### src/hw/dual_serial_map.svh
// Offsets, field positions, reset values and codes of the dual serial control block
`ifndef DUAL_SERIAL_MAP_SVH
`define DUAL_SERIAL_MAP_SVH

// ----------------------------------------------------------------
// Register pointer values
// ----------------------------------------------------------------
`define PTR_CMD 3'h0
`define PTR_COND 3'h1
`define PTR_VEC 3'h2
`define PTR_IMR 3'h1

// ----------------------------------------------------------------
// Command field codes
// ----------------------------------------------------------------
`define CMD_NULL 3'h0
`define CMD_ABORT 3'h1
`define CMD_EXT_RESET 3'h2
`define CMD_CHAN_RESET 3'h3
`define CMD_RX_NEXT 3'h4
`define CMD_TX_IP_RESET 3'h5
`define CMD_ERR_RESET 3'h6
`define CMD_RETI 3'h7

// ----------------------------------------------------------------
// Interrupt mode register fields
// ----------------------------------------------------------------
`define IMR_EXT_EN 0
`define IMR_TX_EN 1
`define IMR_SAV 2
`define IMR_RXM_HI 4
`define IMR_RXM_LO 3
`define RXM_OFF 2'h0
`define RXM_FIRST 2'h1
`define RXM_ALL_PAR 2'h2

// ----------------------------------------------------------------
// Status register bit positions
// ----------------------------------------------------------------
`define ST_RX_AVAIL 0
`define ST_TX_EMPTY 2
`define ST_DCD 3
`define ST_SYNC 4
`define ST_CTS 5
`define ST_UNDERRUN 6
`define ST_BREAK 7
`define CS_PERR 4
`define CS_OERR 5
`define CS_FERR 6

// ----------------------------------------------------------------
// Vector condition codes, reset values, sizes
// ----------------------------------------------------------------
`define VC_TX 2'h0
`define VC_EXT 2'h1
`define VC_RX 2'h2
`define VC_SPEC 2'h3
`define VC_IDLE 3'h3
`define REG_RST 8'h00
`define TXF_DEPTH 16
`define DATA_W 8

`endif

### src/hw/dual_serial_pkg.sv
// Types shared by the dual serial control block
`default_nettype none
package dual_serial_pkg;
	typedef struct packed {
		logic [7:0] data;
		logic perr;
		logic ferr;
	} rx_char_t;

	typedef struct packed {
		logic brk;
		logic underrun;
		logic sync;
		logic cts;
		logic dcd;
	} ext_t;

	typedef struct packed {
		logic [2:0] ptr;
		logic [7:0][7:0] wreg;
		logic avail;
		logic [7:0] rx_data;
		logic perr;
		logic oerr;
		logic ferr;
		logic armed;
		logic rx_ip;
		logic sp_ip;
		logic tx_ip;
		logic ext_ip;
		logic tx_busy;
		ext_t ext_lat;
		ext_t s1;
		ext_t s2;
	} chan_t;

	typedef struct packed {
		chan_t [1:0] ch;
		logic in_service;
		logic [7:0] dout;
		logic int_n;
		logic [7:0] vector;
	} ctrl_state_t;
endpackage : dual_serial_pkg
`default_nettype wire

### src/hw/tx_fifo.sv
// Parameterised FIFO with valid/ready on both sides
`timescale 1ns/1ps
`default_nettype none
module tx_fifo #(
	parameter int W = 8,
	parameter int D = 16
) (
	// Clock and reset
	input wire logic clk,
	input wire logic rst_n,
	// Fill side
	input wire logic in_valid,
	output logic in_ready,
	input wire logic [W-1:0] in_data,
	// Drain side
	output logic out_valid,
	input wire logic out_ready,
	output logic [W-1:0] out_data
);
	localparam int AW = $clog2(D);
	typedef struct packed {
		logic [D-1:0][W-1:0] mem;
		logic [AW-1:0] wp;
		logic [AW-1:0] rp;
		logic [AW:0] cnt;
	} fifo_state_t;

	fifo_state_t st;
	fifo_state_t next_st;
	logic push;
	logic pop;

	assign in_ready = (st.cnt != (AW+1)'(D));
	assign out_valid = (st.cnt != '0);
	assign out_data = st.mem[st.rp];
	assign push = in_valid && in_ready;
	assign pop = out_valid && out_ready;

	always_comb begin
		next_st = st;
		if (push) begin
			next_st.mem[st.wp] = in_data;
			next_st.wp = (st.wp == AW'(D-1)) ? '0 : AW'(st.wp + 1'b1);
		end
		if (pop) begin
			next_st.rp = (st.rp == AW'(D-1)) ? '0 : AW'(st.rp + 1'b1);
		end
		if (push && !pop) begin
			next_st.cnt = (AW+1)'(st.cnt + 1'b1);
		end else if (pop && !push) begin
			next_st.cnt = (AW+1)'(st.cnt - 1'b1);
		end
	end

	always_ff @(posedge clk or negedge rst_n) begin
		if (!rst_n) begin
			st <= '0;
		end else begin
			st <= next_st;
		end
	end
endmodule : tx_fifo
`default_nettype wire

### src/hw/dual_serial_ctrl.sv
// Host control, pointer, command and vectored interrupt logic of a two-channel serial controller
`timescale 1ns/1ps
`default_nettype none
`include "dual_serial_map.svh"

// Summary of operation
// RL1 - Status-affects-vector bit in channel B rewrites vector bits by pending condition
// RL2 - Priority: channel A over B; receive over transmit over external status
// RL3 - Transmit interrupt when enabled and transmit buffer goes from loaded to empty
// RL4 - Receive interrupts on first character, every character, or special conditions
// RL5 - Every-character mode may count parity error as a special condition
// RL6 - Special conditions interrupt only in first-character or every-character modes
// RL7 - First-character mode: non-parity special conditions interrupt after first character
// RL8 - External status interrupt on CTS, DCD, sync, underrun and break changes
// RL9 - Break gives an external status interrupt at its start and at its end
// RL10 - Eight write registers; non-command ones take pointer byte then value
// RL11 - Any reset returns the pointer to the command register
// RL12 - Pointer also selects the read register returned on control reads
// RL13 - After any non-command register access the pointer reverts to command
// RL14 - Command bits 5:3 decode null, abort, ext reset, chan reset, etc.
// RL15 - Null command only loads the pointer
// RL16 - Vector write register exists only in channel B
// RL17 - Channel B read register returns vector modified by top condition
// RL18 - Condition status: parity bit 4, overrun bit 5, framing bit 6
// RL19 - Status bit 0 shows a received character is available
// RL20 - Parity and overrun stay latched until error reset command
// RL21 - External status bits stay latched until ext status reset command
// RL22 - Host waits four clocks after channel reset before further writes
// RL23 - Address bit 1 picks channel, bit 0 picks control versus data port
// RL24 - Status bit 2 shows transmit buffer can accept a character
module dual_serial_ctrl
	import dual_serial_pkg::*;
(
	// Clock and reset
	input wire logic CLK,
	input wire logic RST_N,
	// Host port
	input wire logic CS,
	input wire logic RD,
	input wire logic WR,
	input wire logic [1:0] ADDR,
	input wire logic [7:0] DIN,
	output logic [7:0] DOUT,
	// Interrupt
	input wire logic INTACK,
	output logic INT_N,
	output logic [7:0] VECTOR,
	// Character side, index 0 is channel A
	input wire logic [1:0] RX_VALID,
	input wire rx_char_t [1:0] RX_CHAR,
	output logic [1:0] TX_VALID,
	input wire logic [1:0] TX_READY,
	output logic [1:0][7:0] TX_DATA,
	// Modem and line status pins
	input wire logic [1:0] CTS_N,
	input wire logic [1:0] DCD_N,
	input wire logic [1:0] SYNC_N,
	input wire logic [1:0] BREAK_DET,
	input wire logic [1:0] TX_UNDERRUN
);
	ctrl_state_t st;
	ctrl_state_t next_st;
	logic [1:0] tx_in_ready;
	logic [1:0] tx_push;
	logic [7:0] vec_mod;
	logic [2:0] top_code;
	logic pending;

	// ----------------------------------------------------------------
	// Transmit buffers
	// ----------------------------------------------------------------
	genvar g;
	generate
		for (g = 0; g < 2; g++) begin : g_tx
			assign tx_push[g] = CS && WR && (ADDR == {1'(g), 1'b0});
			tx_fifo #(.W(`DATA_W), .D(`TXF_DEPTH)) u_fifo (
				.clk(CLK),
				.rst_n(RST_N),
				.in_valid(tx_push[g]),
				.in_ready(tx_in_ready[g]),
				.in_data(DIN),
				.out_valid(TX_VALID[g]),
				.out_ready(TX_READY[g]),
				.out_data(TX_DATA[g])
			);
		end
	endgenerate

	// ----------------------------------------------------------------
	// Priority and vector
	// ----------------------------------------------------------------
	always_comb begin
		top_code = `VC_IDLE;
		pending = 1'b0;
		for (int c = 1; c >= 0; c--) begin
			if (st.ch[c].ext_ip) begin
				top_code = {c == 0, `VC_EXT}; // RL2
			end
			if (st.ch[c].tx_ip) begin
				top_code = {c == 0, `VC_TX}; // RL2
			end
			if (st.ch[c].rx_ip) begin
				top_code = {c == 0, `VC_RX}; // RL2
			end
			if (st.ch[c].sp_ip) begin
				top_code = {c == 0, `VC_SPEC}; // RL2
			end
			pending = pending | st.ch[c].ext_ip | st.ch[c].tx_ip | st.ch[c].rx_ip
				| st.ch[c].sp_ip;
		end
		vec_mod = {st.ch[1].wreg[`PTR_VEC][7:4], top_code, st.ch[1].wreg[`PTR_VEC][0]}; // RL1
	end

	// ----------------------------------------------------------------
	// Next state
	// ----------------------------------------------------------------
	always_comb begin
		logic [7:0] imr;
		logic [1:0] mode;
		logic sel;
		logic new_ovr;
		logic special;
		ext_t pins;
		logic [7:0] rr0;
		logic [7:0] rr1;
		imr = '0;
		mode = '0;
		sel = 1'b0;
		new_ovr = 1'b0;
		special = 1'b0;
		pins = '0;
		rr0 = '0;
		rr1 = '0;
		next_st = st;
		for (int c = 0; c < 2; c++) begin
			imr = st.ch[c].wreg[`PTR_IMR];
			mode = imr[`IMR_RXM_HI:`IMR_RXM_LO];
			sel = CS && (ADDR[1] == 1'(c)); // RL23
			pins = '{brk: BREAK_DET[c], underrun: TX_UNDERRUN[c], sync: !SYNC_N[c],
				cts: !CTS_N[c], dcd: !DCD_N[c]};
			next_st.ch[c].s1 = pins;
			next_st.ch[c].s2 = st.ch[c].s1;
			rr0 = '0;
			rr0[`ST_RX_AVAIL] = st.ch[c].avail; // RL19
			rr0[`ST_TX_EMPTY] = tx_in_ready[c]; // RL24
			rr0[`ST_DCD] = st.ch[c].ext_lat.dcd;
			rr0[`ST_SYNC] = st.ch[c].ext_lat.sync;
			rr0[`ST_CTS] = st.ch[c].ext_lat.cts;
			rr0[`ST_UNDERRUN] = st.ch[c].ext_lat.underrun;
			rr0[`ST_BREAK] = st.ch[c].ext_lat.brk;
			rr1 = '0;
			rr1[`CS_PERR] = st.ch[c].perr; // RL18
			rr1[`CS_OERR] = st.ch[c].oerr; // RL18
			rr1[`CS_FERR] = st.ch[c].ferr; // RL18
			// Host accesses, placed before events so that a set wins over a clear
			if (sel && WR && ADDR[0]) begin
				if (st.ch[c].ptr == `PTR_CMD) begin
					next_st.ch[c].ptr = DIN[2:0]; // RL10 RL15
					unique case (DIN[5:3]) // RL14
						`CMD_EXT_RESET: next_st.ch[c].ext_ip = 1'b0; // RL21
						`CMD_CHAN_RESET: begin
							next_st.ch[c] = '0; // RL11
							next_st.ch[c].s1 = pins;
							next_st.ch[c].s2 = st.ch[c].s1;
							if (c == 0) begin
								next_st.in_service = 1'b0;
							end
						end
						`CMD_RX_NEXT: next_st.ch[c].armed = 1'b1;
						`CMD_TX_IP_RESET: next_st.ch[c].tx_ip = 1'b0;
						`CMD_ERR_RESET: begin
							next_st.ch[c].perr = 1'b0; // RL20
							next_st.ch[c].oerr = 1'b0; // RL20
							next_st.ch[c].sp_ip = 1'b0;
						end
						`CMD_RETI: begin
							if (c == 0) begin
								next_st.in_service = 1'b0;
							end
						end
						`CMD_NULL, `CMD_ABORT: begin
						end
					endcase
				end else begin
					if (!(st.ch[c].ptr == `PTR_VEC && c == 0)) begin // RL16
						next_st.ch[c].wreg[st.ch[c].ptr] = DIN; // RL10
					end
					next_st.ch[c].ptr = `PTR_CMD; // RL13
				end
			end
			if (sel && WR && !ADDR[0]) begin
				next_st.ch[c].tx_ip = 1'b0;
			end
			if (sel && RD && ADDR[0]) begin
				unique case (st.ch[c].ptr) // RL12
					`PTR_CMD: next_st.dout = rr0;
					`PTR_COND: next_st.dout = rr1;
					`PTR_VEC: next_st.dout = (c == 1) ? vec_mod : `REG_RST; // RL17
					default: next_st.dout = `REG_RST;
				endcase
				next_st.ch[c].ptr = `PTR_CMD; // RL13
			end
			if (sel && RD && !ADDR[0]) begin
				next_st.dout = st.ch[c].rx_data;
				next_st.ch[c].avail = 1'b0;
				next_st.ch[c].rx_ip = 1'b0;
			end
			// External status: latch on change until reset command
			if (!st.ch[c].ext_ip) begin
				next_st.ch[c].ext_lat = st.ch[c].s2; // RL21
				if (imr[`IMR_EXT_EN] && st.ch[c].s2 != st.ch[c].ext_lat) begin
					next_st.ch[c].ext_ip = 1'b1; // RL8 RL9
				end
			end
			// Transmit buffer becoming empty
			next_st.ch[c].tx_busy = TX_VALID[c];
			if (imr[`IMR_TX_EN] && st.ch[c].tx_busy && !TX_VALID[c]) begin
				next_st.ch[c].tx_ip = 1'b1; // RL3
			end
			// Received character
			if (RX_VALID[c]) begin
				new_ovr = st.ch[c].avail;
				next_st.ch[c].avail = 1'b1;
				next_st.ch[c].rx_data = RX_CHAR[c].data;
				next_st.ch[c].ferr = RX_CHAR[c].ferr;
				next_st.ch[c].perr = next_st.ch[c].perr | RX_CHAR[c].perr; // RL20
				next_st.ch[c].oerr = next_st.ch[c].oerr | new_ovr; // RL20
				special = new_ovr || RX_CHAR[c].ferr
					|| (RX_CHAR[c].perr && mode == `RXM_ALL_PAR); // RL5
				if (mode != `RXM_OFF && special
					&& !(mode == `RXM_FIRST && st.ch[c].armed)) begin
					next_st.ch[c].sp_ip = 1'b1; // RL4 RL6 RL7
				end
				if (mode == `RXM_FIRST && st.ch[c].armed) begin
					next_st.ch[c].rx_ip = 1'b1; // RL4
					next_st.ch[c].armed = 1'b0;
				end else if (mode[1]) begin
					next_st.ch[c].rx_ip = 1'b1; // RL4
				end
			end
		end
		// Interrupt request and acknowledge
		next_st.int_n = !(pending && !st.in_service);
		if (INTACK && pending && !st.in_service) begin
			next_st.in_service = 1'b1;
			next_st.vector = st.ch[1].wreg[`PTR_IMR][`IMR_SAV] ? vec_mod
				: st.ch[1].wreg[`PTR_VEC]; // RL1
		end
	end

	always_ff @(posedge CLK or negedge RST_N) begin
		if (!RST_N) begin
			st <= '0; // RL11
			st.int_n <= 1'b1;
		end else begin
			st <= next_st;
		end
	end

	assign DOUT = st.dout;
	assign INT_N = st.int_n;
	assign VECTOR = st.vector;
endmodule : dual_serial_ctrl
`default_nettype wire

### config.mk
export PLATFORM = sky130hd
export DESIGN_NAME = dual_serial_ctrl
export DESIGN_NICKNAME = d
export VERILOG_FILES = /design/src/hw/dual_serial_pkg.sv /design/src/hw/tx_fifo.sv /design/src/hw/dual_serial_ctrl.sv
export VERILOG_INCLUDE_DIRS = /design/src /design/src/hw
export SDC_FILE = /design/constraint.sdc
export NUM_CORES = 1
export LEC_CHECK = 0
export BUFFER_PORTS_ARGS = -buffer_cell sky130_fd_sc_hd__buf_4
export CAP_MARGIN = 10
export CORE_UTILIZATION = 45
export DETAILED_ROUTE_END_ITERATION = 16
export GPL_TIMING_DRIVEN = 0
export PLACE_DENSITY = 0.66
export SLEW_MARGIN = 10
export SYNTH_ARGS = -nofsm -noshare
export SYNTH_HDL_FRONTEND = slang
export SYNTH_HIERARCHICAL = 1
export SYNTH_SLANG_ARGS = --single-unit
### constraint.sdc
create_clock -name CLK -period 3.7 [get_ports CLK]
set_input_delay 0.185 -clock CLK [delete_from_list [all_inputs] [get_ports CLK]]
set_output_delay 0.185 -clock CLK [all_outputs]
set_load 0.1 [all_outputs]
Yosys cells after proc, flatten, opt, wreduce, memory -nomap -nowiden:

Index checks and enable logic that the tools add are counted.

* add/subtract/negate cells: 8
* magnitude comparators: 10
* equality and inequality tests: 32
* mux-type cells: 89
* bitwise logic cells: 12
* reduce and logical (&&, ||, !) cells: 115

Operators by type and width (number)
* $bwmux W128: 2
* $mux W67: 2
* $bwmux W64: 2
* $mux W101: 1
* $mux W100: 1
* $mux W8: 10
* $mux W76: 1
* $bmux W8 S4: 2
* $demux W8 S4: 2
* $mux W64: 1
* $demux W8 S3: 2
* $logic_and A1 B1 Y1: 46
* $reduce_bool A3 Y1: 12
* $mux W34: 1
* $mux W33: 1
* $mux W16: 2
* $mux W1: 30
* $mux W15: 2
* $mux W5: 6
* $reduce_and A3 Y1: 10
* $reduce_bool A2 Y1: 15
* $pmux W8 S3: 1
* $lt A4 B5 Y1 const B: 4
* $mux W4: 5
* 30 further kinds: 105

* register bits: 500
* output and inout port bits: 35

Logic depth before layout (Yosys ltp):

* word-level depth: 12
* depth in mapped cells: 14
* gate-level depth less buffers: 11

Modules after synthesis:

Netlist, hierarchy kept.

Modules (own cells, without submodules)
* tx_fifo: instances 2, cells each 460, area each 6897.9 µm², seq. area each 3528.4 µm²
* dual_serial_ctrl: instances 1, cells each 472, area each 4922.2 µm², seq. area each 2678.8 µm²

Worst setup path after synthesis:

No wires, ideal clock.

* path type: register to register
* start: register g_tx[1].u_fifo/st[1] in the netlist's numbering
* end: register g_tx[1].u_fifo/st[4] in the netlist's numbering
* library setup time: 80 ps
* data arrival time: 2458 ps
* required time: 3620 ps
* slack: 1162 ps
* cell stages (with the launch flop): 13
* path buffers: 2
* period minus slack after synthesis: 2538 ps
* cells stage by stage: dfrtp_1 > nor4_2 > nand2_1 > and2_4 > buf_6 > buf_6 > ha_1 > inv_1 > ha_1 > a21o_1 > a21oi_1 > mux2i_1 > xnor2_1

* cells in the longest elaborated chain, start to end: 5
* elaborated cells on any way between the ends: 13
* those cells by class: 2 x add/sub; 1 x eq/ne; 2 x mux; 8 x reduce/logical

RTL lines
* from (decl): RTL line tx_fifo.sv:28 `fifo_state_t st;`
* from (signal assigned): RTL line tx_fifo.sv:59 `st <= next_st;`
* $ne A5 B5 Y1 (*): RTL line tx_fifo.sv:33 `assign in_ready = (st.cnt != (AW+1)'(D));`
* named net tx_in_ready[1]: RTL line dual_serial_ctrl.sv:63 `logic [1:0] tx_in_ready;`
* $logic_and A1 B1 Y1 (*): RTL line tx_fifo.sv:36 `assign push = in_valid && in_ready;`
* named net g_tx[1].u_fifo.push: RTL line tx_fifo.sv:30 `logic push;`
* $logic_not A1 Y1: RTL line tx_fifo.sv:50 `end else if (pop && !push) begin`
* $logic_and A1 B1 Y1: RTL line tx_fifo.sv:50
* $reduce_bool A2 Y1 (no source line)

Mark *: on every way through the listed nets, which the timed path passes. The rest lies on a longest branch. The select of a mux whose other input is x is not followed.
A chain may end at the register's enable or synchronous reset.

==> flow_metrics.py <==
metrics = {
    "status": {
        "status": "complete, no violations",
    },
    "finish": {
        "area_delta_synth_final_pct": 16.9,
        "final_cell_mix": "dfrtp_1 (388), mux2_2 (245), buf_4 (106), nand2_1 (84), o21ai_0 (79)",
        "antennaDiodeCount": 0,
        "final_common_cell": "dfrtp_1",
        "layout-drive-gt1-share_pct": 37.2,
        "nets": 1633,
    },
    "clock_network": {
        "path_clk_slew_ns": 0.06,
        "cts_setup_buffers": 0,
        "hold_buffers": 37,
        "cts_resized": 0,
        "clk_latency_ns": 0.55,
        "cts_buffers": 42,
        "cts_buffer_depth": 3,
        "root_buffer": "clkbuf_16",
        "cts_tree": "built",
        "cts_sinks": 389,
        "htree_levels": 2,
    },
    "power_and_ir_drop": {
        "p_per_area_nw_per_um2": 737,
        "max-vdd-ir-drop_mv": 0.657,
        "leakagePower_nw": 10.2,
        "p_comb_share_pct": 37.4,
        "p_switching_mw": 6.04,
        "p_clk_share_pct": 25.8,
        "seq_power_share_pct": 36.8,
        "switching_share_pct": 37.4,
        "internal_power_mw": 10.1,
    },
    "route": {
        "wl_mm": 44.1,
        "route.detailed.drc": 0,
        "drt_pre_antenna_iters": 5,
        "routedWlPerCell_um": 20.8,
        "drt_iter0_markers": 821,
        "route.vias.total": 11900,
        "via_per_inst": 5.59,
        "ant_nets": 0,
    },
    "sta": {
        "holdWs_ns": 0.0409,
        "hold_viol": 0,
        "clock_skew_ns": 0.0137,
        "setup_viol": 0,
        "worst_slew_margin_rel_pct": 52.9,
        "setup_slack_ns": 0.590,
        "slew_viol_final": 0,
        "fmax_mhz": 322,
        "worstMarginPinSlew_ns": 0.699,
        "period_minus_slack_ns": 3.11,
        "rsz0062_at_grt": "false",
        "period_share_pct": 84.0,
    },
    "setup_path": {
        "critPathBufInv": 5,
        "crit_type": "reg2out",
        "cp_max_fo": 10,
        "crit_top_cell": "buf_4",
        "path_cells": "buf_2, buf_4, buf_4, buf_2, mux4_2, a221o_1, buf_4",
        "slowest_delay_ns": 0.40,
        "crit_required_ns": 3.51,
        "crit_slowest_cell": "mux4_2",
        "cpLargestDelayFamily": "buffers and inverters",
        "endpoint_kind": "output pin",
        "crit_path_start_kind": "flop",
        "arrival_ns": 2.92,
    },
    "synthesis": {
        "synthAdderAreaFrac_pct": 1.55,
        "avgSynthCellArea_um2": 13.4,
        "synth_top_family_by_area": "multiplexers",
        "synth_xor_xnor_area_share_pct": 1.12,
        "synth_edf_count": 0,
        "ys_warn_count": 6,
        "synthArstFlopShare_pct": 100,
        "synth_nets": 1464,
        "synth.distinct_cells": 67,
        "ys_ff_latch": 389,
        "syn_area_um2": 18700,
        "synth_mux_area_share_pct": 25.3,
        "yosys.area_share.simple_pct": 8.45,
        "synth_ff_type": "dfrtp_1",
        "syn_inst": 1392,
        "synth_compound_area_share_pct": 7.46,
        "seq_area_frac_synth_pct": 52.0,
    },
    "floorplanning": {
        "die_h_um": 206,
        "pin_count": 85,
        "die_area_um2": 42400,
        "die_w_um": 206,
        "initial_core_util_pct": 45.7,
        "rows": 74,
        "fp.coreArea_um2": 40900,
    },
    "place": {
        "place_congestion": 0.869,
        "dpl_worst_slack_ns": 0.799,
        "dp_hpwl_mm": 29.9,
        "port_buffers": 84,
    },
    "grt": {
        "grt_max_degree": 102,
        "grt_pass1_wl_mm": 69.4,
        "antenna_found_initial": 0,
        "track_usage_pct": 21.3,
        "gr-total-overflow": 0,
        "grt_pass1_vias": 12200,
    },
    "job": {
        "cap_violations": 0,
    },
    "worst_hold_path": {
        "hp-class": "in2reg",
    },
}
## worst register-to-register path: cells and delay by family (launching register included)
family                     cells  cell delay, ns
and+or+nand+nor                3            1.00
adders and majority gates      2            0.57
DFF                            1            0.42
AOI/OAI and AO/OA              2            0.34
muxes                          1            0.24
xor gates and xnor gates       1            0.13
buffers and inverters          1            0.12
## cells in the mapped netlist (all sizes together), types with 2 or more instances
library cell	count	area share, %
a21o	8	0.33
a21oi	18	0.48
a221o	17	0.91
a22o	24	1.1
a311oi	3	0.14
a31oi	8	0.27
a32o	3	0.16
and2	8	0.29
and3	2	0.067
buf	62	2.3
clkbuf	37	0.75
dfrtp	388	52
fa	2	0.21
ha	20	1.3
inv	49	0.98
mux2	301	19
mux2i	12	0.64
mux4	48	5.8
nand2	84	1.7
nand2b	3	0.10
nand3	58	3.4
nand3b	5	0.20
nand4	6	0.20
nand4b	2	0.094
nor2	31	0.62
nor2b	24	0.80
nor3	6	0.25
nor4	4	0.28
o211a	2	0.11
o211ai	9	0.39
o21ai	81	2.2
o221ai	16	0.75
o22ai	5	0.17
o31ai	6	0.24
or2	2	0.067
or2b	2	0.080
or3b	2	0.094
xnor2	16	0.75
xor2	8	0.37
## cells by family after synthesis
family,count (synthesis)
DFF,389
adders and majority gates,22
buffers and inverters,148
muxes,361
and+or+nand+nor,243
AOI/OAI and AO/OA,205
xor gates and xnor gates,24
## power groups by stage
stage / Sequential, mW / Clock (mW) / Combinational [mW]
final: 5.93 / 4.16 / 6.04
after global routing: 6.05 / 4.41 / 6.43
after CTS: 5.92 / 4.25 / 6.07
after detailed placement: 5.98 / 0 / 6.02
after global placement: 5.93 / 0 / 5.92
after floorplan: 5.79 / 0 / 4.65
## path summary, 6_finish.rpt
check / start / endpoint / slack (ns) / depth (start not counted)
max reg2reg: g_tx[0].u_fifo/st[1]$_DFFE_PN0P_ / g_tx[0].u_fifo/st[4]$_DFFE_PN0P_ / 0.81 / 10
min reg2reg: st[123]$_DFF_PN0_ / st[118]$_DFF_PN0_ / 0.35 / 0
max in group asynchronous: RST_N / g_tx[1].u_fifo/st[82]$_DFFE_PN0P_ / 2.31 / 4
min in group asynchronous: RST_N / st[26]$_DFF_PN0_ / 0.17 / 2
min: DIN[3] / g_tx[1].u_fifo/st[56]$_DFFE_PN0P_ / 0.04 / 2
max: g_tx[0].u_fifo/st[6]$_DFFE_PN0P_ / TX_DATA[1] / 0.59 / 7
## per-layer routing
metal	part of all wire (%)	wire, um	track usage [%]
met2	48	21300	35.0
met4	2.0	864	5.57
met5	0	0	0
met1	46	20300	29.8
met3	3.6	1590	2.81
## state kept, by name (all words and copies together) (netlist names)
name,cells
VECTOR,8
st,90
INT_N,1
g_tx.u_fifo/st,282
DOUT,8
## final cells by class
| cell class | count | area, um2 |
|---|---|---|
| buffer | 99 | 579 |
| clock buffer | 65 | 1310 |
| clock inverter | 6 | 61.3 |
| fill | 3435 | 19000 |
| inverter | 49 | 184 |
| multi-input combinational | 855 | 8220 |
| sequential | 389 | 9740 |
| tap | 532 | 666 |
| timing repair buffer | 125 | 1120 |
## per-stage QoR
step | setup TNS (ns) | total power, mW | utilization (%) | instances | instance area, um2
after floorplan | 0 | 10.4 | - | 1392 | 18700
after global placement | -510.63 | 11.8 | 48.9 | 2008 | 20000
after detailed placement | 0 | 12.0 | 49.2 | 2012 | 20100
after CTS | 0 | 16.2 | 53.5 | 2120 | 21900
after global routing | 0 | 16.9 | 53.5 | 2120 | 21900
final | 0 | 16.1 | 53.5 | 2120 | 21900
Power figures use the tool's default switching activity.
